**src/hdl/grdp_pkg.sv**
```systemverilog
// Shared constants, types and decoders for the raster draw processor bus engine.
// Assumes one clock domain (mclk) and an outside bus sequencer that answers with wait.

package grdp_pkg;

   // ----------------------------------------------------------------------
   // Widths
   // ----------------------------------------------------------------------
   localparam int ADDR_W = 24;
   localparam int DATA_W = 16;
   localparam int SYNC_W = 18;

   // ----------------------------------------------------------------------
   // Bus status line codes
   // ----------------------------------------------------------------------
   localparam logic [1:0] BS_IDLE = 2'h0;
   localparam logic [1:0] BS_OPERAND = 2'h1;
   localparam logic [1:0] BS_DRAW = 2'h2;
   localparam logic [1:0] BS_SCREEN = 2'h3;

   // ----------------------------------------------------------------------
   // Timing counts and reset values
   // ----------------------------------------------------------------------
   localparam logic [15:0] REFRESH_PERIOD = 16'h0040;
   localparam logic [2:0] LB_SETTLE_CYCLES = 3'h4;
   localparam logic [SYNC_W-1:0] SYNC_RESET = 18'h20000;
   localparam logic [ADDR_W-1:0] REFRESH_ADDR_RESET = 24'h000000;

   // ----------------------------------------------------------------------
   // Cycle classes and sequencer states
   // ----------------------------------------------------------------------
   typedef enum logic [2:0] {
      CYC_READ = 3'h0,
      CYC_WRITE = 3'h1,
      CYC_SCREEN = 3'h2,
      CYC_SRC_READ = 3'h3,
      CYC_DST_WRITE = 3'h4,
      CYC_BLT_RMW = 3'h5,
      CYC_LINE_RMW = 3'h6
   } grdp_cycle_type;

   typedef enum logic [2:0] {
      ST_IDLE = 3'h0,
      ST_T1 = 3'h1,
      ST_T2 = 3'h2,
      ST_T3 = 3'h3,
      ST_HOLD = 3'h4,
      ST_SETTLE = 3'h5
   } grdp_state_type;

   function automatic logic isDrawing(input grdp_cycle_type kind);
      isDrawing = (kind == CYC_SRC_READ) || (kind == CYC_DST_WRITE) ||
                  (kind == CYC_BLT_RMW) || (kind == CYC_LINE_RMW);
   endfunction : isDrawing

   function automatic logic writesData(input grdp_cycle_type kind);
      writesData = (kind == CYC_WRITE) || (kind == CYC_DST_WRITE);
   endfunction : writesData

   // Returns {bus status, read_n, write_n}
   function automatic logic [3:0] cycleStatus(input grdp_cycle_type kind);
      unique case (kind)
         CYC_READ: cycleStatus = {BS_OPERAND, 1'h0, 1'h1};
         CYC_WRITE: cycleStatus = {BS_OPERAND, 1'h1, 1'h0};
         CYC_SCREEN: cycleStatus = {BS_SCREEN, 1'h0, 1'h1};
         CYC_SRC_READ: cycleStatus = {BS_DRAW, 1'h0, 1'h1};
         CYC_DST_WRITE: cycleStatus = {BS_DRAW, 1'h1, 1'h0};
         default: cycleStatus = {BS_DRAW, 1'h0, 1'h0};
      endcase
   endfunction : cycleStatus

endpackage : grdp_pkg

```
**src/hdl/grdp_sync.sv**
```systemverilog
// Two-flop synchroniser for a vector of pin inputs.
// Assumes each bit is a slow level; no multi-bit coherence is promised.

`timescale 1ns/100ps

module grdp_sync (
   input wire logic mclk,
   input wire logic reset_n,
   input wire logic [grdp_pkg::SYNC_W-1:0] pinIn,
   output logic [grdp_pkg::SYNC_W-1:0] syncOut
);
   import grdp_pkg::*;

   logic [SYNC_W-1:0] stage1;

   genvar i;
   generate
      for (i = 0; i < SYNC_W; i++) begin : g_bit
         always_ff @(posedge mclk or negedge reset_n) begin
            if (!reset_n) begin
               stage1[i] <= SYNC_RESET[i];
               syncOut[i] <= SYNC_RESET[i];
            end else begin
               stage1[i] <= pinIn[i];
               syncOut[i] <= stage1[i];
            end
         end
      end
   endgenerate

endmodule : grdp_sync

```
**src/hdl/grdp_bus_engine.sv**
```systemverilog
// Bus cycle engine of the raster draw processor: issues classed cycles, honours wait,
// yields the bus on hold and drives the pixel datapath unit's own inputs.
// Assumes an outside sequencer decodes the status and answers with an active-low wait.
//
// Functional notes
// - Release bus before acknowledging hold request.
// - Status and read/write lines classify cycles.
// - Non-drawing cycles last three clocks minimum.
// - Drawing cycles last two clocks minimum.
// - Processor drives six pixel-unit inputs itself.
// - Line/block mode changes well before drawing.
// - Strobe, address, status in first state.
// - Low wait in second state repeats it.
// - Refresh request pulses at constant intervals.

`timescale 1ns/100ps

module grdp_bus_engine (
   input wire logic mclk,
   input wire logic reset_n,
   input wire logic reqValid,
   input wire grdp_pkg::grdp_cycle_type reqKind,
   input wire logic [grdp_pkg::ADDR_W-1:0] reqAddr,
   input wire logic [grdp_pkg::DATA_W-1:0] reqData,
   input wire logic [3:0] reqPixAddr,
   input wire logic reqLeftMask,
   input wire logic reqRightMask,
   input wire logic reqFifoRead,
   input wire logic reqSrcEnable,
   output logic reqReady,
   output logic rspValid,
   output logic [grdp_pkg::DATA_W-1:0] rspData,
   input wire logic waitN,
   input wire logic holdReq,
   input wire logic [grdp_pkg::DATA_W-1:0] adIn,
   output logic [grdp_pkg::DATA_W-1:0] adOut,
   output logic adOe,
   output logic ale,
   output logic [1:0] busStatusLines,
   output logic readN,
   output logic writeN,
   output logic [7:0] addrHigh,
   output logic busOe,
   output logic busReleaseAck,
   output logic displayRefreshRequest,
   output logic pixAddr0LeftMaskEn,
   output logic pixAddr1RightMaskEn,
   output logic pixAddr2FifoWrite,
   output logic pixAddr3FifoRead,
   output logic lineBlockMode,
   output logic blitSourceEnable
);
   import grdp_pkg::*;

   // ----------------------------------------------------------------------
   // Pin synchronisers
   // ----------------------------------------------------------------------
   logic [SYNC_W-1:0] syncBus;
   logic waitSync;
   logic holdSync;
   logic [DATA_W-1:0] adSync;

   grdp_sync u_sync (
      .mclk(mclk),
      .reset_n(reset_n),
      .pinIn({waitN, holdReq, adIn}),
      .syncOut(syncBus)
   );

   assign waitSync = syncBus[17];
   assign holdSync = syncBus[16];
   assign adSync = syncBus[15:0];

   // ----------------------------------------------------------------------
   // Cycle control
   // ----------------------------------------------------------------------
   grdp_state_type state, next_state;
   grdp_cycle_type kind, next_kind;
   logic [ADDR_W-1:0] addr, next_addr, refreshAddr, next_refreshAddr;
   logic [DATA_W-1:0] data, next_data, next_rspData;
   logic [3:0] pixAddr, next_pixAddr;
   logic leftMask, next_leftMask, rightMask, next_rightMask;
   logic fifoRead, next_fifoRead, srcEnable, next_srcEnable;
   logic lineMode, next_lineMode, lineNeed;
   logic [2:0] settle, next_settle;
   logic [15:0] refreshTimer, next_refreshTimer;
   logic refreshPending, next_refreshPending, refreshTick, issueRefresh;
   logic next_rspValid;

   assign refreshTick = (refreshTimer == REFRESH_PERIOD - 16'h0001);
   assign lineNeed = (reqKind == CYC_LINE_RMW);

   always_comb begin
      next_state = state;
      next_kind = kind;
      next_addr = addr;
      next_data = data;
      next_pixAddr = pixAddr;
      next_leftMask = leftMask;
      next_rightMask = rightMask;
      next_fifoRead = fifoRead;
      next_srcEnable = srcEnable;
      next_lineMode = lineMode;
      next_settle = settle;
      next_refreshAddr = refreshAddr;
      next_rspData = rspData;
      next_rspValid = 1'h0;
      issueRefresh = 1'h0;
      // Constant interval, independent of bus traffic
      next_refreshTimer = refreshTick ? 16'h0000 : refreshTimer + 16'h0001;
      unique case (state)
         ST_IDLE: begin
            if (reqValid && reqReady) begin
               next_kind = reqKind;
               next_addr = reqAddr;
               next_data = reqData;
               next_pixAddr = reqPixAddr;
               next_leftMask = reqLeftMask;
               next_rightMask = reqRightMask;
               next_fifoRead = reqFifoRead;
               if (isDrawing(reqKind)) begin
                  next_srcEnable = reqSrcEnable;
               end
               // Mode flips ahead of the drawing cycle, never under it
               if (isDrawing(reqKind) && (lineNeed != lineMode)) begin
                  next_lineMode = lineNeed;
                  next_settle = LB_SETTLE_CYCLES - 3'h1;
                  next_state = ST_SETTLE;
               end else begin
                  next_state = ST_T1;
               end
            end else if (refreshPending) begin
               next_kind = CYC_SCREEN;
               next_addr = refreshAddr;
               next_refreshAddr = refreshAddr + 24'h000001;
               issueRefresh = 1'h1;
               next_state = ST_T1;
            end else if (holdSync) begin
               next_state = ST_HOLD;
            end
         end
         ST_SETTLE: begin
            if (settle == 3'h0) begin
               next_state = ST_T1;
            end else begin
               next_settle = settle - 3'h1;
            end
         end
         ST_T1: begin
            next_state = ST_T2;
         end
         ST_T2: begin
            // Low wait keeps T2; drawing cycles end here, others take T3
            if (waitSync) begin
               next_state = isDrawing(kind) ? ST_IDLE : ST_T3;
            end
         end
         ST_T3: begin
            if (kind == CYC_READ) begin
               next_rspData = adSync;
               next_rspValid = 1'h1;
            end
            next_state = ST_IDLE;
         end
         ST_HOLD: begin
            if (!holdSync) begin
               next_state = ST_IDLE;
            end
         end
         default: begin
            next_state = ST_IDLE;
         end
      endcase
      // A tick in the issuing cycle stays pending
      next_refreshPending = refreshTick | (refreshPending & ~issueRefresh);
   end

   // ----------------------------------------------------------------------
   // Pin outputs, all computed from the next cycle state
   // ----------------------------------------------------------------------
   logic owning, drawing, firstT2;
   logic next_ale, next_busOe, next_adOe, next_readN, next_writeN, next_reqReady;
   logic next_ack, next_pix0, next_pix1, next_pix2, next_pix3;
   logic [1:0] next_bs;
   logic [DATA_W-1:0] next_adOut;

   always_comb begin
      owning = (next_state == ST_T1) || (next_state == ST_T2) || (next_state == ST_T3);
      drawing = owning && isDrawing(next_kind);
      firstT2 = (next_state == ST_T2) && (state == ST_T1);
      next_ale = (next_state == ST_T1);
      if (owning) begin
         {next_bs, next_readN, next_writeN} = cycleStatus(next_kind);
      end else begin
         {next_bs, next_readN, next_writeN} = {BS_IDLE, 1'h1, 1'h1};
      end
      // Floating everything before acknowledging keeps the host off a driven bus
      next_busOe = (next_state != ST_HOLD);
      next_ack = (next_state == ST_HOLD) && (state == ST_HOLD);
      next_adOe = next_ale || (owning && writesData(next_kind));
      next_adOut = next_ale ? next_addr[DATA_W-1:0] : next_data;
      // Line mode carries pixel address; block mode carries masks and fifo strobes
      if (drawing && next_lineMode) begin
         {next_pix3, next_pix2, next_pix1, next_pix0} = next_pixAddr;
      end else if (drawing) begin
         next_pix0 = next_leftMask;
         next_pix1 = next_rightMask;
         next_pix2 = firstT2 && (next_kind == CYC_SRC_READ);
         next_pix3 = firstT2 && next_fifoRead && (next_kind != CYC_SRC_READ);
      end else begin
         {next_pix3, next_pix2, next_pix1, next_pix0} = 4'h0;
      end
      next_reqReady = (next_state == ST_IDLE) && !next_refreshPending && !holdSync;
   end

   // ----------------------------------------------------------------------
   // Registers
   // ----------------------------------------------------------------------
   always_ff @(posedge mclk or negedge reset_n) begin
      if (!reset_n) begin
         state <= ST_IDLE;
         kind <= CYC_READ;
         addr <= '0;
         data <= '0;
         pixAddr <= 4'h0;
         leftMask <= 1'h0;
         rightMask <= 1'h0;
         fifoRead <= 1'h0;
         srcEnable <= 1'h0;
         lineMode <= 1'h0;
         settle <= 3'h0;
         refreshTimer <= 16'h0000;
         refreshPending <= 1'h0;
         refreshAddr <= REFRESH_ADDR_RESET;
         rspData <= '0;
         rspValid <= 1'h0;
         reqReady <= 1'h0;
         ale <= 1'h0;
         busStatusLines <= BS_IDLE;
         readN <= 1'h1;
         writeN <= 1'h1;
         addrHigh <= 8'h00;
         busOe <= 1'h1;
         adOe <= 1'h0;
         adOut <= '0;
         busReleaseAck <= 1'h0;
         displayRefreshRequest <= 1'h0;
         pixAddr0LeftMaskEn <= 1'h0;
         pixAddr1RightMaskEn <= 1'h0;
         pixAddr2FifoWrite <= 1'h0;
         pixAddr3FifoRead <= 1'h0;
         lineBlockMode <= 1'h0;
         blitSourceEnable <= 1'h0;
      end else begin
         state <= next_state;
         kind <= next_kind;
         addr <= next_addr;
         data <= next_data;
         pixAddr <= next_pixAddr;
         leftMask <= next_leftMask;
         rightMask <= next_rightMask;
         fifoRead <= next_fifoRead;
         srcEnable <= next_srcEnable;
         lineMode <= next_lineMode;
         settle <= next_settle;
         refreshTimer <= next_refreshTimer;
         refreshPending <= next_refreshPending;
         refreshAddr <= next_refreshAddr;
         rspData <= next_rspData;
         rspValid <= next_rspValid;
         reqReady <= next_reqReady;
         ale <= next_ale;
         busStatusLines <= next_bs;
         readN <= next_readN;
         writeN <= next_writeN;
         addrHigh <= next_addr[ADDR_W-1:DATA_W];
         busOe <= next_busOe;
         adOe <= next_adOe;
         adOut <= next_adOut;
         busReleaseAck <= next_ack;
         displayRefreshRequest <= refreshTick;
         pixAddr0LeftMaskEn <= next_pix0;
         pixAddr1RightMaskEn <= next_pix1;
         pixAddr2FifoWrite <= next_pix2;
         pixAddr3FifoRead <= next_pix3;
         lineBlockMode <= next_lineMode;
         blitSourceEnable <= next_srcEnable;
      end
   end

   // ----------------------------------------------------------------------
   // Assertions
   // ----------------------------------------------------------------------
   a_hold_float: assert property (@(posedge mclk) disable iff (!reset_n)
      busReleaseAck |-> !busOe && !adOe && !ale)
      else $error("hold acknowledged while bus still driven");

   a_status_class: assert property (@(posedge mclk) disable iff (!reset_n)
      (ale && busStatusLines == BS_SCREEN) |-> (!readN && writeN))
      else $error("screen refresh cycle with wrong read/write status");

   a_nondraw_length: assert property (@(posedge mclk) disable iff (!reset_n)
      (ale && busStatusLines == BS_OPERAND) |=> (busStatusLines == BS_OPERAND)[*2])
      else $error("non-drawing cycle shorter than three clocks");

   a_draw_length: assert property (@(posedge mclk) disable iff (!reset_n)
      (ale && busStatusLines == BS_DRAW) |=> (busStatusLines == BS_DRAW && !ale))
      else $error("drawing cycle shorter than two clocks");

   a_fifo_write: assert property (@(posedge mclk) disable iff (!reset_n)
      (ale && busStatusLines == BS_DRAW && !lineBlockMode && !readN && writeN)
         |=> pixAddr2FifoWrite ##1 !pixAddr2FifoWrite)
      else $error("fifo write not strobed in first T2 of source read");

   a_mode_static: assert property (@(posedge mclk) disable iff (!reset_n)
      $changed(lineBlockMode) |-> (!ale)[*4])
      else $error("line/block mode changed too close to a cycle start");

   a_ale_first: assert property (@(posedge mclk) disable iff (!reset_n)
      ale |-> busOe && adOe && busStatusLines != BS_IDLE && adOut == addr[DATA_W-1:0])
      else $error("address strobe without address and status");

   a_wait_repeat: assert property (@(posedge mclk) disable iff (!reset_n)
      (state == ST_T2 && !waitSync) |=> (state == ST_T2) && $stable(busStatusLines))
      else $error("second state not repeated on low wait");

   a_refresh_spacing: assert property (@(posedge mclk) disable iff (!reset_n)
      displayRefreshRequest |=> (!displayRefreshRequest)[*8])
      else $error("display refresh requests too close together");

endmodule : grdp_bus_engine

```
**config.mk**
```make
export PLATFORM = sky130hd
export DESIGN_NAME = grdp_bus_engine
export DESIGN_NICKNAME = d
export VERILOG_FILES = /design/src/hdl/grdp_pkg.sv /design/src/hdl/grdp_sync.sv /design/src/hdl/grdp_bus_engine.sv
export SDC_FILE = /design/constraint.sdc
export NUM_CORES = 1
export LEC_CHECK = 0
export ABC_AREA = 1
export BUFFER_PORTS_ARGS = -buffer_cell sky130_fd_sc_hd__buf_2
export CORE_UTILIZATION = 56
export DETAILED_ROUTE_END_ITERATION = 8
export GPL_ROUTABILITY_DRIVEN = 0
export PLACE_DENSITY_LB_ADDON = 0.05
export REMOVE_ABC_BUFFERS = 1
export SLEW_MARGIN = 20
export SYNTH_ARGS = -nofsm -noshare
export SYNTH_HDL_FRONTEND = slang
export SYNTH_SLANG_ARGS = --single-unit
```
**constraint.sdc**
```tcl
create_clock -name mclk -period 2.3 [get_ports mclk]
set_input_delay 0.115 -clock mclk [delete_from_list [all_inputs] [get_ports mclk]]
set_output_delay 0.115 -clock mclk [all_outputs]
set_load 0.02 [all_outputs]
```
After elaboration in Yosys (flattened, before gate mapping)
Cells that the tools add are included.
{"block": "op_classes", "add_sub_neg": 3, "n_eq_ne": 30, "mux": 51, "bitwise": 4, "n_reduce_logical": 37}
{"cell": "24-bit two-way mux", "n": 3}
{"cell": "16-bit two-way mux", "n": 4}
{"cell": "3-bit two-way mux", "n": 13}
{"cell": "3-bit == test (second input constant)", "n": 12}
{"cell": "24-bit by 1-bit adder with 24-bit output (second input constant)", "n": 1}
{"cell": "3-bit by 2-bit == test with 1-bit output (second input constant)", "n": 8}
{"cell": "1-bit two-way mux", "n": 24}
{"cell": "4-bit one-hot mux with 5 select lines", "n": 1}
{"cell": "16-bit by 1-bit adder with 16-bit output (second input constant)", "n": 1}
{"cell": "16-bit by 6-bit == test with 1-bit output (second input constant)", "n": 1}
{"cell": "3-bit zero test", "n": 5}
{"cell": "3-bit one-hot mux with 5 select lines", "n": 1}
{"cell": "1-bit logical OR", "n": 13}
{"cell": "1-bit logical AND", "n": 12}
{"cell": "3-bit by 1-bit == test with 1-bit output (second input constant)", "n": 3}
{"cell": "4-bit two-way mux", "n": 2}
{"cell": "2-bit inequality test (second input constant)", "n": 3}
{"cell": "3-bit one-hot mux with 2 select lines", "n": 1}
{"cell": "3-bit AND reduction", "n": 2}
{"cell": "2-bit two-way mux", "n": 2}
{"cell": "4-bit AND reduction", "n": 1}
{"cell": "3-bit by 2-bit inequality test with 1-bit output (second input constant)", "n": 1}
{"cell": "3-bit inequality test (second input constant)", "n": 1}
{"cell": "3-bit by 1-bit subtractor with 3-bit output (second input constant)", "n": 1}
{"cell": "7 further kinds", "n": 9}
{"block": "word_totals", "reg_bits": 190, "input_bits": 72, "out_inout_bits": 57, "wordCells": 192}

Logic depth before layout (Yosys ltp)
Gate-level depths: netlist of run 1.
{"block": "depth", "ltp_word": 14, "ltp_mapped": 12, "mapped_depth_nobuf": 12}

Hierarchy
A second synthesis of run 1 with hierarchy kept.
{"block": "unflattened", "hier_cells": 817, "area_unflattened_um2": 7707.4}
{"mod": "grdp_bus_engine", "n_inst": 1, "cells_per_inst": 781, "area_per_inst_um2": 6804.0, "seq_area_each_um2": 3657.3}
{"mod": "grdp_sync", "n_inst": 1, "cells_per_inst": 36, "area_per_inst_um2": 903.4, "seq_area_each_um2": 903.4}

Worst setup path before layout of run 1
Ideal clock, no wire load.
{"block": "synth_path", "path_type": "reg2reg", "startpoint": "register reqReady", "endpoint": "register adOe", "setup_ns": 0.126, "arrival_ns": 1.582, "required_time_ns": 2.174, "path_slack_ns": 0.593, "stages_incl_launch_ff": 11, "n_path_buf": 1, "period_less_slack_ns": 1.707, "path_cell_list": "dfrtp_1 nand2_1 inv_2 nand3_4 nor2_2 nand2_1 nand3_4 nor2_2 buf_4 inv_2 o22ai_1"}
{"block": "synth_via", "elab_chain_cells": 8, "word_cells_on_any_way": 15, "classes_between": "5 x eq/ne; 4 x mux; 6 x reduce/logical"}
{"item": "from (decl)", "line": "grdp_bus_engine.sv:30", "rtl": "output logic reqReady,"}
{"item": "from (signal assigned)", "line": "grdp_bus_engine.sv:271", "rtl": "reqReady <= next_reqReady;"}
{"item": "1-bit logical AND *", "line": "grdp_bus_engine.sv:113", "rtl": "if (reqValid && reqReady) begin"}
{"item": "3-bit two-way mux *", "line": "grdp_bus_engine.sv:113"}
{"item": "3-bit one-hot mux with 5 select lines *", "line": "grdp_bus_engine.sv:111", "rtl": "unique case (state)"}
{"item": "via next_state[2]", "line": "grdp_bus_engine.sv:77", "rtl": "grdp_state_type state, next_state;"}
{"item": "3-bit by 1-bit == test with 1-bit output or 3-bit by 2-bit == test with 1-bit output (tied branches)", "line": "grdp_bus_engine.sv:188, grdp_bus_engine.sv:191"}
{"item": "1-bit logical OR (2 in series)", "line": "grdp_bus_engine.sv:188", "rtl": "owning = (next_state == ST_T1) || (next_state == ST_T2) || (next_state == ST_T3);"}
{"item": "1-bit logical AND", "line": "grdp_bus_engine.sv:200", "rtl": "next_adOe = next_ale || (owning && writesData(next_kind));"}
{"item": "1-bit logical OR *", "line": "grdp_bus_engine.sv:200"}
{"item": "via next_adOe", "line": "grdp_bus_engine.sv:182", "rtl": "logic next_ale, next_busOe, next_adOe, next_readN, next_writeN, next_reqReady;"}
{"item": "to (signal assigned)", "line": "grdp_bus_engine.sv:278", "rtl": "adOe <= next_adOe;"}
{"item": "to (decl)", "line": "grdp_bus_engine.sv:37", "rtl": "output logic adOe,"}
The timed path passes the listed nets; every way through them passes the cells marked *.
A chain may end at the register's enable or synchronous reset.

Worst setup path after layout of run 1
{"block": "layout_path", "startpoint": "register reqReady", "endpoint": "register pixAddr0LeftMaskEn"}
{"block": "layout_via", "word_cells_on_any_way": 27, "classes_between": "7 x eq/ne; 12 x mux; 8 x reduce/logical"}
{"item": "1-bit logical AND", "line": "grdp_bus_engine.sv:113"}
{"item": "1-bit two-way mux", "line": "grdp_bus_engine.sv:113"}
{"item": "1-bit two-way mux", "line": "grdp_bus_engine.sv:111"}
{"item": "via next_lineMode", "line": "grdp_bus_engine.sv:84", "rtl": "logic lineMode, next_lineMode, lineNeed;"}
{"item": "1-bit logical AND", "line": "grdp_bus_engine.sv:203", "rtl": "if (drawing && next_lineMode) begin"}
{"item": "1-bit two-way mux", "line": "grdp_bus_engine.sv:203"}
{"item": "via next_pix0", "line": "grdp_bus_engine.sv:183", "rtl": "logic next_ack, next_pix0, next_pix1, next_pix2, next_pix3;"}
{"item": "to (signal assigned)", "line": "grdp_bus_engine.sv:282", "rtl": "pixAddr0LeftMaskEn <= next_pix0;"}
{"item": "to (decl)", "line": "grdp_bus_engine.sv:46", "rtl": "output logic pixAddr0LeftMaskEn,"}
The timed path passes the listed nets, and every way through them passes these cells.

==> results of run 1 <==
## layout make-up
cell class / instances / area share, %
well taps: 176 / 2.32
clock buffers: 21 / 4.85
clock inverters: 9 / 1.60
repair buffers: 189 / 13.2
multi-input cells: 490 / 26.5
flip-flops and latches: 182 / 48.0
inverters: 87 / 3.47
## logic make-up (layout without fill, tap and decap cells)
family | count (synthesis) | in the layout | synth area share (%)
compound gates | 66 | 66 | 5.11
xor+xnor | 30 | 30 | 3.47
mux | 1 | 1 | 0.149
buf+inv | 115 | 306 | 6.64
simple gates | 389 | 389 | 23.7
fa+ha+maj | 4 | 4 | 0.661
flops | 182 | 182 | 60.2
## how the worst max path moves through the flow
stage,end,slack [ps]
2_1_floorplan,pixAddr2FifoWrite$_DFF_PN0_,-90
3_3_place_gp,refreshAddr[13]$_DFFE_PN0P_,430
3_5_place_dp,pixAddr2FifoWrite$_DFF_PN0_,340
4_1_cts,adOe$_DFF_PN0_,320
5_1_grt,adOe$_DFF_PN0_,150
6_report,pixAddr0LeftMaskEn$_DFF_PN0_,330
## critical path, stage by stage, from the launching register on
cell and delay (ps):
dfrtp_1 390, nand2_1 240, inv_2 170, nand3_4 100, nor2_2 60, o22ai_1 530, inv_1 170, nand4_1 130
nand2_1 60
## stage by stage
stage / setup TNS [ps] / cells / instance area [um2]
2_1_floorplan: -209 / 759 / 7400
3_3_place_gp: 0 / 1073 / 8370
3_5_place_dp: 0 / 1073 / 8370
4_1_cts: 0 / 1154 / 9490
5_1_grt: 0 / 1154 / 9490
6_report: 0 / 1154 / 9490
## report_power, final
| group | leakage, nW | internal (mW) | switching [mW] | total, mW |
|---|---|---|---|---|
| combinational | 2.39 | 1.21 | 2.40 | 3.61 |
| sequential | 2.26 | 4.10 | 0.413 | 4.51 |
| clock | 0.299 | 1.86 | 1.16 | 3.02 |
## state kept, by name (all words and copies together), names as in the netlist, 2 cells and up
name	count
addr	24
pixAddr	4
refreshTimer	16
settle	3
data	16
refreshAddr	24
state	3
rspData	16
kind	3
busStatusLines	2
u_sync.syncOut	18
adOut	16
u_sync.stage1	18
## placed cells by master, fill, tap and decap left out, drive strengths merged, types with 5 or more instances in the layout
master         n
o211ai        10
a21oi         25
o21ai         25
nand3         41
dlygate4sd3   51
nand2        236
nand4         22
nor3          14
and2          16
clkbuf        21
xor2          27
dfrtp        177
inv           87
nor2          53
buf          138
dfstp          5
## layer usage
| metal | routed length [um] | up-vias |
|---|---|---|
| met5 | 0 | - |
| met4 | 265 | 0 |
| met2 | 7630 | 147 |
| li1 | - | 2842 |
| met1 | 7620 | 2739 |
| met3 | 714 | 19 |
## repair_timing
item                                   in CTS  in global routing
hold buffers                               51                  0
setup endpoints to repair                   0                  0
endpoints found under the hold margin      95                  0
gates resized for setup                     0                  0
==> summary.txt, run 1 <==
RUN STATUS
------------------------------------------------------------------------------------------------------
Outcome ................................................................................. finished, final reports clean

TIMING
------------------------------------------------------------------------------------------------------
Worst relative slew slack ...............................................................        53.5%
Final Hold Vio Count ....................................................................            0
Final setup fails .......................................................................            0
Setup repair after global routing missed its margin .....................................        false
Max Clock Freq ..........................................................................    0.507 GHz
Worst-Margin Slew .......................................................................       698 ps
Worst-case setup margin in the final layout .............................................       327 ps
Fin Clk Skew ............................................................................      9.50 ps
Minimum hold slack ......................................................................      9.32 ps
Fin. max-slew vios ......................................................................            0
Time the worst path needs with I/O delays and setup .....................................      1970 ps
Final Cycle Share .......................................................................        85.8%

YOSYS
------------------------------------------------------------------------------------------------------
Leading cell types by total area after synthesis ........................................ dfrtp_1 (59%), nand2_1 (11%), inv_1 (4.1%)
Number of enable flip-flop cells after synthesis ........................................            0
Commonest cells post-synth .............................................................. nand2_1 (230), dfrtp_1 (177), inv_1 (83)
Async SR Flop Fraction ..................................................................         100%
Mapped Avg Cell Area ....................................................................     9.62 um2
Instance count of the mapped netlist ....................................................          787
Prevailing post-synth register cell .....................................................      dfrtp_1
Flop and latch count out of synthesis ...................................................          182
Post-synth top area cell ................................................................      dfrtp_1
Syn Std Cell Area .......................................................................     7570 um2
Proportion of synthesized chip area in sequential cells .................................        60.2%
Library cells used by synthesis .........................................................           41
Leading cell type by number of instances after synthesis ................................      nand2_1
Post-synth top area share ...............................................................        58.5%
Yosys warnings ..........................................................................            0

CLOCK NETWORK
------------------------------------------------------------------------------------------------------
Cts bufs inserted .......................................................................           17
Sink count of the clock tree ............................................................          182
Max clock buf depth .....................................................................            2
Clock insertion delay at the later pin of the skew report ...............................       430 ps
Count of H-tree levels built during CTS .................................................            4
Root buf cell ...........................................................................    clkbuf_16
Clock transition at the register clock pins on the worst setup and hold paths after CTS .        60 ps
CTS tree ................................................................................        built
Post-CTS setup repair buffer count ......................................................            0

GLOBAL ROUTE
------------------------------------------------------------------------------------------------------
Number of antenna violations at the first check in global routing .......................            0
First-pass GRT wire length ..............................................................      27.3 mm
Most crowded layer after global routing .................................................         met2
Global route total overflow .............................................................            0
Total global routing track utilization ..................................................        25.0%
Number of global-route vias before repair ...............................................         5664
Met1 global-route usage .................................................................        34.4%
Met3 track utilization from global routing ..............................................        5.69%
Pin count of the biggest net entering global routing ....................................           81
Met2 Resource Use GR ....................................................................        39.1%

FLOORPLAN
------------------------------------------------------------------------------------------------------
Initial core utilization ................................................................        57.4%
Core Rows ...............................................................................           42
Core region area ........................................................................    13200 um2
Overall die width .......................................................................       118 um
Number of primary I/O pins ..............................................................          129
Total Die Area ..........................................................................    14000 um2
Die Ht ..................................................................................       118 um

FINISH
------------------------------------------------------------------------------------------------------
Antenna cell count ......................................................................            0
Area of the multi-input gates ...........................................................     2510 um2
Area used by sequential logic in the layout .............................................     4560 um2
Final Util ..............................................................................        72.0%
Number of fill cells in the layout ......................................................         1001
Layout-stage area growth over the synthesis result ......................................        25.4%
Layout net count ........................................................................         1043
Proportion of layout cells with a drive suffix above 1 ..................................        21.1%

POWER AND IR DROP
------------------------------------------------------------------------------------------------------
Power per Cell Area .....................................................................  1170 nW/um2
Static Leakage ..........................................................................      4.95 nW
Total power of the final layout .........................................................      11.1 mW
Maximum vdd ir drop .....................................................................     0.635 mV

DRT
------------------------------------------------------------------------------------------------------
Number of violations reported at the end of detailed-routing iteration 0 ................          346
Drt via density .........................................................................         4.98
Post-route ant nets .....................................................................            0
Length of the first detailed-routing pass in iterations .................................            4
Mean routed wirelength per cell .........................................................      14.1 um
Residual DRC ............................................................................            0
Total via count in the routed design ....................................................         5747
Final wirelength ........................................................................      16.2 mm

CRITICAL PATH
------------------------------------------------------------------------------------------------------
R2R Setup Slk ...........................................................................       330 ps
Required arrival time at the worst endpoint .............................................      2610 ps
Top fanout value on the critical path ...................................................           10
Endpoint kind of the worst setup timing path ............................................         flop
Cell depth of the worst flop-to-flop path ...............................................            8
Critical Setup Path Class ...............................................................   reg -> reg
Launch point of the worst reg-to-reg path ............................................... reqReady$_DFF_PN0_
CP startpoint kind ......................................................................         flop
End of the worst register-to-register path .............................................. pixAddr0LeftMaskEn$_DFF_PN0_
Startpoint of the worst setup timing path ............................................... reqReady$_DFF_PN0_
Arrival time at the worst endpoint ......................................................      2290 ps

MIN PATH
------------------------------------------------------------------------------------------------------
Hold Path Sink .......................................................................... data[2]$_DFF_PN0_
Class of the worst hold path ............................................................    in -> reg
Startpoint of the lowest-slack hold path ................................................   reqData[2]
Hold path cells .........................................................................            4

PLACED DESIGN
------------------------------------------------------------------------------------------------------
Port bufs ...............................................................................          128
Setup slack at placement ................................................................       340 ps
HPWL Detailed ...........................................................................      11.0 mm

FLOW RUN
------------------------------------------------------------------------------------------------------
Max-capacitance violation count .........................................................            0

Power figures use the tool's default switching activity.
==> run 2: changes to the inputs <==
Settings changed: CORE_MARGIN set to 3, SETUP_SLACK_MARGIN set to 0.5.
==> run 2 against run 1 <==
Clock power fell by 5%. Flip-flop and latch count did not move. Wire length rose by 15%. Global-route usage fell by 0.58 points. Die area rose by 6.9%. Clock skew rose by 0.79 ps. Design area rose by 4.1%. Register-to-register slack improved by 190 ps. Critical path depth rose by 1. Combinational power rose by 18%. Largest cell class unchanged.
==> summary.txt, run 2 (synthesis results as in run 1) <==
TIMING
------------------------------------------------------------------------------------------------------
Fin Setup TNS ...........................................................................         0 ps
Final Cycle Share .......................................................................        77.5%
Final Hold Vio Count ....................................................................            0
Fin Clk Skew ............................................................................      10.3 ps
Setup repair after global routing missed its margin .....................................         true
Time the worst path needs with I/O delays and setup .....................................      1780 ps
Max Clock Freq ..........................................................................    0.561 GHz
Worst-case setup margin in the final layout .............................................       518 ps
Worst relative slew slack ...............................................................        57.9%
Minimum hold slack ......................................................................      9.72 ps
Fin. max-slew vios ......................................................................            0
Worst-Margin Slew .......................................................................       632 ps
Final setup fails .......................................................................            0

FLOORPLAN
------------------------------------------------------------------------------------------------------
Core region area ........................................................................    12900 um2
Initial core utilization ................................................................        58.6%
Die Ht ..................................................................................       122 um
Total Die Area ..........................................................................    15000 um2
Overall die width .......................................................................       122 um
Number of primary I/O pins ..............................................................          129
Core Rows ...............................................................................           41

POWER AND IR DROP
------------------------------------------------------------------------------------------------------
Clk network pwr share ...................................................................        24.5%
Share of power burned in combinational logic ............................................        36.5%
Total power of the final layout .........................................................      11.6 mW
Power per Cell Area .....................................................................  1180 nW/um2
Static Leakage ..........................................................................      5.13 nW
Fraction of power spent switching nets ..................................................        36.9%
Maximum vdd ir drop .....................................................................     0.752 mV
Switching power total ...................................................................      4.30 mW
Sequential power share ..................................................................        39.0%
Cell internal pwr .......................................................................      7.35 mW

GLOBAL ROUTE
------------------------------------------------------------------------------------------------------
Number of global-route vias before repair ...............................................         5959
Global route total overflow .............................................................            0
Total global routing track utilization ..................................................        24.5%
First-pass GRT wire length ..............................................................      28.4 mm
Pin count of the biggest net entering global routing ....................................           69
Number of antenna violations at the first check in global routing .......................            0

CLOCK NETWORK
------------------------------------------------------------------------------------------------------
Cts bufs inserted .......................................................................           17
Root buf cell ...........................................................................    clkbuf_16
Sink count of the clock tree ............................................................          182
Clock insertion delay at the later pin of the skew report ...............................       430 ps
Count of H-tree levels built during CTS .................................................            4
Clock transition at the register clock pins on the worst setup and hold paths after CTS .        60 ps
CTS tree ................................................................................        built
Max clock buf depth .....................................................................            2

FINISH
------------------------------------------------------------------------------------------------------
Most common cell after layout, fill and taps aside ......................................      nand2_1
Leading registers by flop count ......................................................... addr (24), refreshAddr (24)
Antenna cell count ......................................................................            0
Final Util ..............................................................................        76.5%
Layout-stage area growth over the synthesis result ......................................        30.6%
Fin area ................................................................................     9880 um2
Leading cell types in the layout, fill and taps excluded ................................ nand2_1 (225), dfrtp_1 (172), buf_2 (127)
Layout net count ........................................................................         1075
Proportion of layout cells with a drive suffix above 1 ..................................        25.6%
Post-route insts no fill ................................................................         1184

CRITICAL PATH
------------------------------------------------------------------------------------------------------
Launch point of the worst reg-to-reg path ............................................... state[2]$_DFF_PN0_
Required arrival time at the worst endpoint .............................................      2650 ps
CP startpoint kind ......................................................................         flop
End of the worst register-to-register path .............................................. refreshAddr[23]$_DFFE_PN0P_
Critical Path Sink ...................................................................... refreshAddr[23]$_DFFE_PN0P_
Critical path buffers and inverters .....................................................            1
Critical Path, Cell by Cell ............................................................. nor2_4 -> nand2_4 -> nor2_4 -> buf_6 -> nand3_4 -> nor2_4 -> nand3_2 -> nor2_2 -> xor2_1
R2R Setup Slk ...........................................................................       520 ps
Cell depth of the worst flop-to-flop path ...............................................            9
CP most frequent cell ...................................................................       nor2_4
Critical Setup Path Class ...............................................................   reg -> reg
Endpoint kind of the worst setup timing path ............................................         flop
Startpoint of the worst setup timing path ............................................... state[2]$_DFF_PN0_
Highest-delay cell along the critical path ..............................................      dfrtp_2
Max stage delay on crit path ............................................................       450 ps
Number of stages on the worst setup path ................................................            9
Gate family responsible for the most delay along the worst path ......................... simple AND/OR/NAND/NOR gates
Top fanout value on the critical path ...................................................            6
Arrival time at the worst endpoint ......................................................      2130 ps

DRT
------------------------------------------------------------------------------------------------------
Met2 Wirelength .........................................................................      9.16 mm
Post-route ant nets .....................................................................            0
M1 WL ...................................................................................      8.16 mm
Residual DRC ............................................................................            0
Number of violations reported at the end of detailed-routing iteration 0 ................          550
Total via count in the routed design ....................................................         6135
Detailed route wirelength on metal3 .....................................................       965 um
Top layer reached by signal wires .......................................................         met4
Final wirelength ........................................................................      18.7 mm
Mean routed wirelength per cell .........................................................      15.8 um
Length of the first detailed-routing pass in iterations .................................            5
Drt via density .........................................................................         5.18

PLACED DESIGN
------------------------------------------------------------------------------------------------------
HPWL Detailed ...........................................................................      11.6 mm
Port bufs ...............................................................................          128
Setup slack at placement ................................................................       296 ps
DP Area .................................................................................     8410 um2
Count of placed standard cells including taps ...........................................         1073

RUN STATUS
------------------------------------------------------------------------------------------------------
Outcome ................................................................................. finished, final reports clean

MIN PATH
------------------------------------------------------------------------------------------------------
Class of the worst hold path ............................................................    in -> reg

FLOW RUN
------------------------------------------------------------------------------------------------------
Max-capacitance violation count .........................................................            0

-- run 2: area by class of cell --
type	instances	area (um2)
sequential	182	4570
fill	879	3040
multi-input combinational	491	2620
timing repair buffer	220	1570
clock buffer	24	482
inverter	87	334
tap	172	215
clock inverter	8	97.6
-- run 2: per-layer routing --
metal	vias up	GRT usage, %
met5	-	0
met3	34	5.39
met1	2961	32.5
met2	226	39.8
met4	0	9.10
li1	2914	-
-- run 2: worst min path at each step --
stage	end	slack [ps]	startpoint	cells past startpoint
after floorplan	adOe$_DFF_PN0_	-180	reset_n	0
final	data[8]$_DFF_PN0_	10	reqData[8]	4
after global placement	u_sync.syncOut[1]$_DFF_PN0_	150	reset_n	1
after detailed placement	u_sync.syncOut[5]$_DFF_PN0_	160	reset_n	1
after global routing	addr[14]$_DFF_PN0_	20	reqAddr[14]	3
after CTS	data[5]$_DFF_PN0_	3	reqData[5]	4
-- run 2: power by group through the flow --
stage / clock, mW / sequential [mW] / combinational [mW]
4_1_cts: 2.90 / 4.53 / 3.76
3_3_place_gp: 0 / 4.54 / 3.46
2_1_floorplan: 0 / 4.97 / 1.95
5_1_grt: 3.03 / 4.62 / 4.65
6_report: 2.86 / 4.54 / 4.25
3_5_place_dp: 0 / 4.57 / 3.57
-- run 2: what timing repair did --
item                       in CTS  in global routing
gates resized for setup         8                 30
hold buffers                   51                  0
hold endpoints to repair      110                  0
pin swaps                       4                 14
setup endpoints to repair      35                 37
buffers inserted                5                 20
cloned                          0                  3
-- run 2: worst min-delay path, delay by kind of cell --
| family | cells | cell delay [ps] |
|---|---|---|
| simple gates | 2 | 170 |
| buf+inv | 2 | 120 |
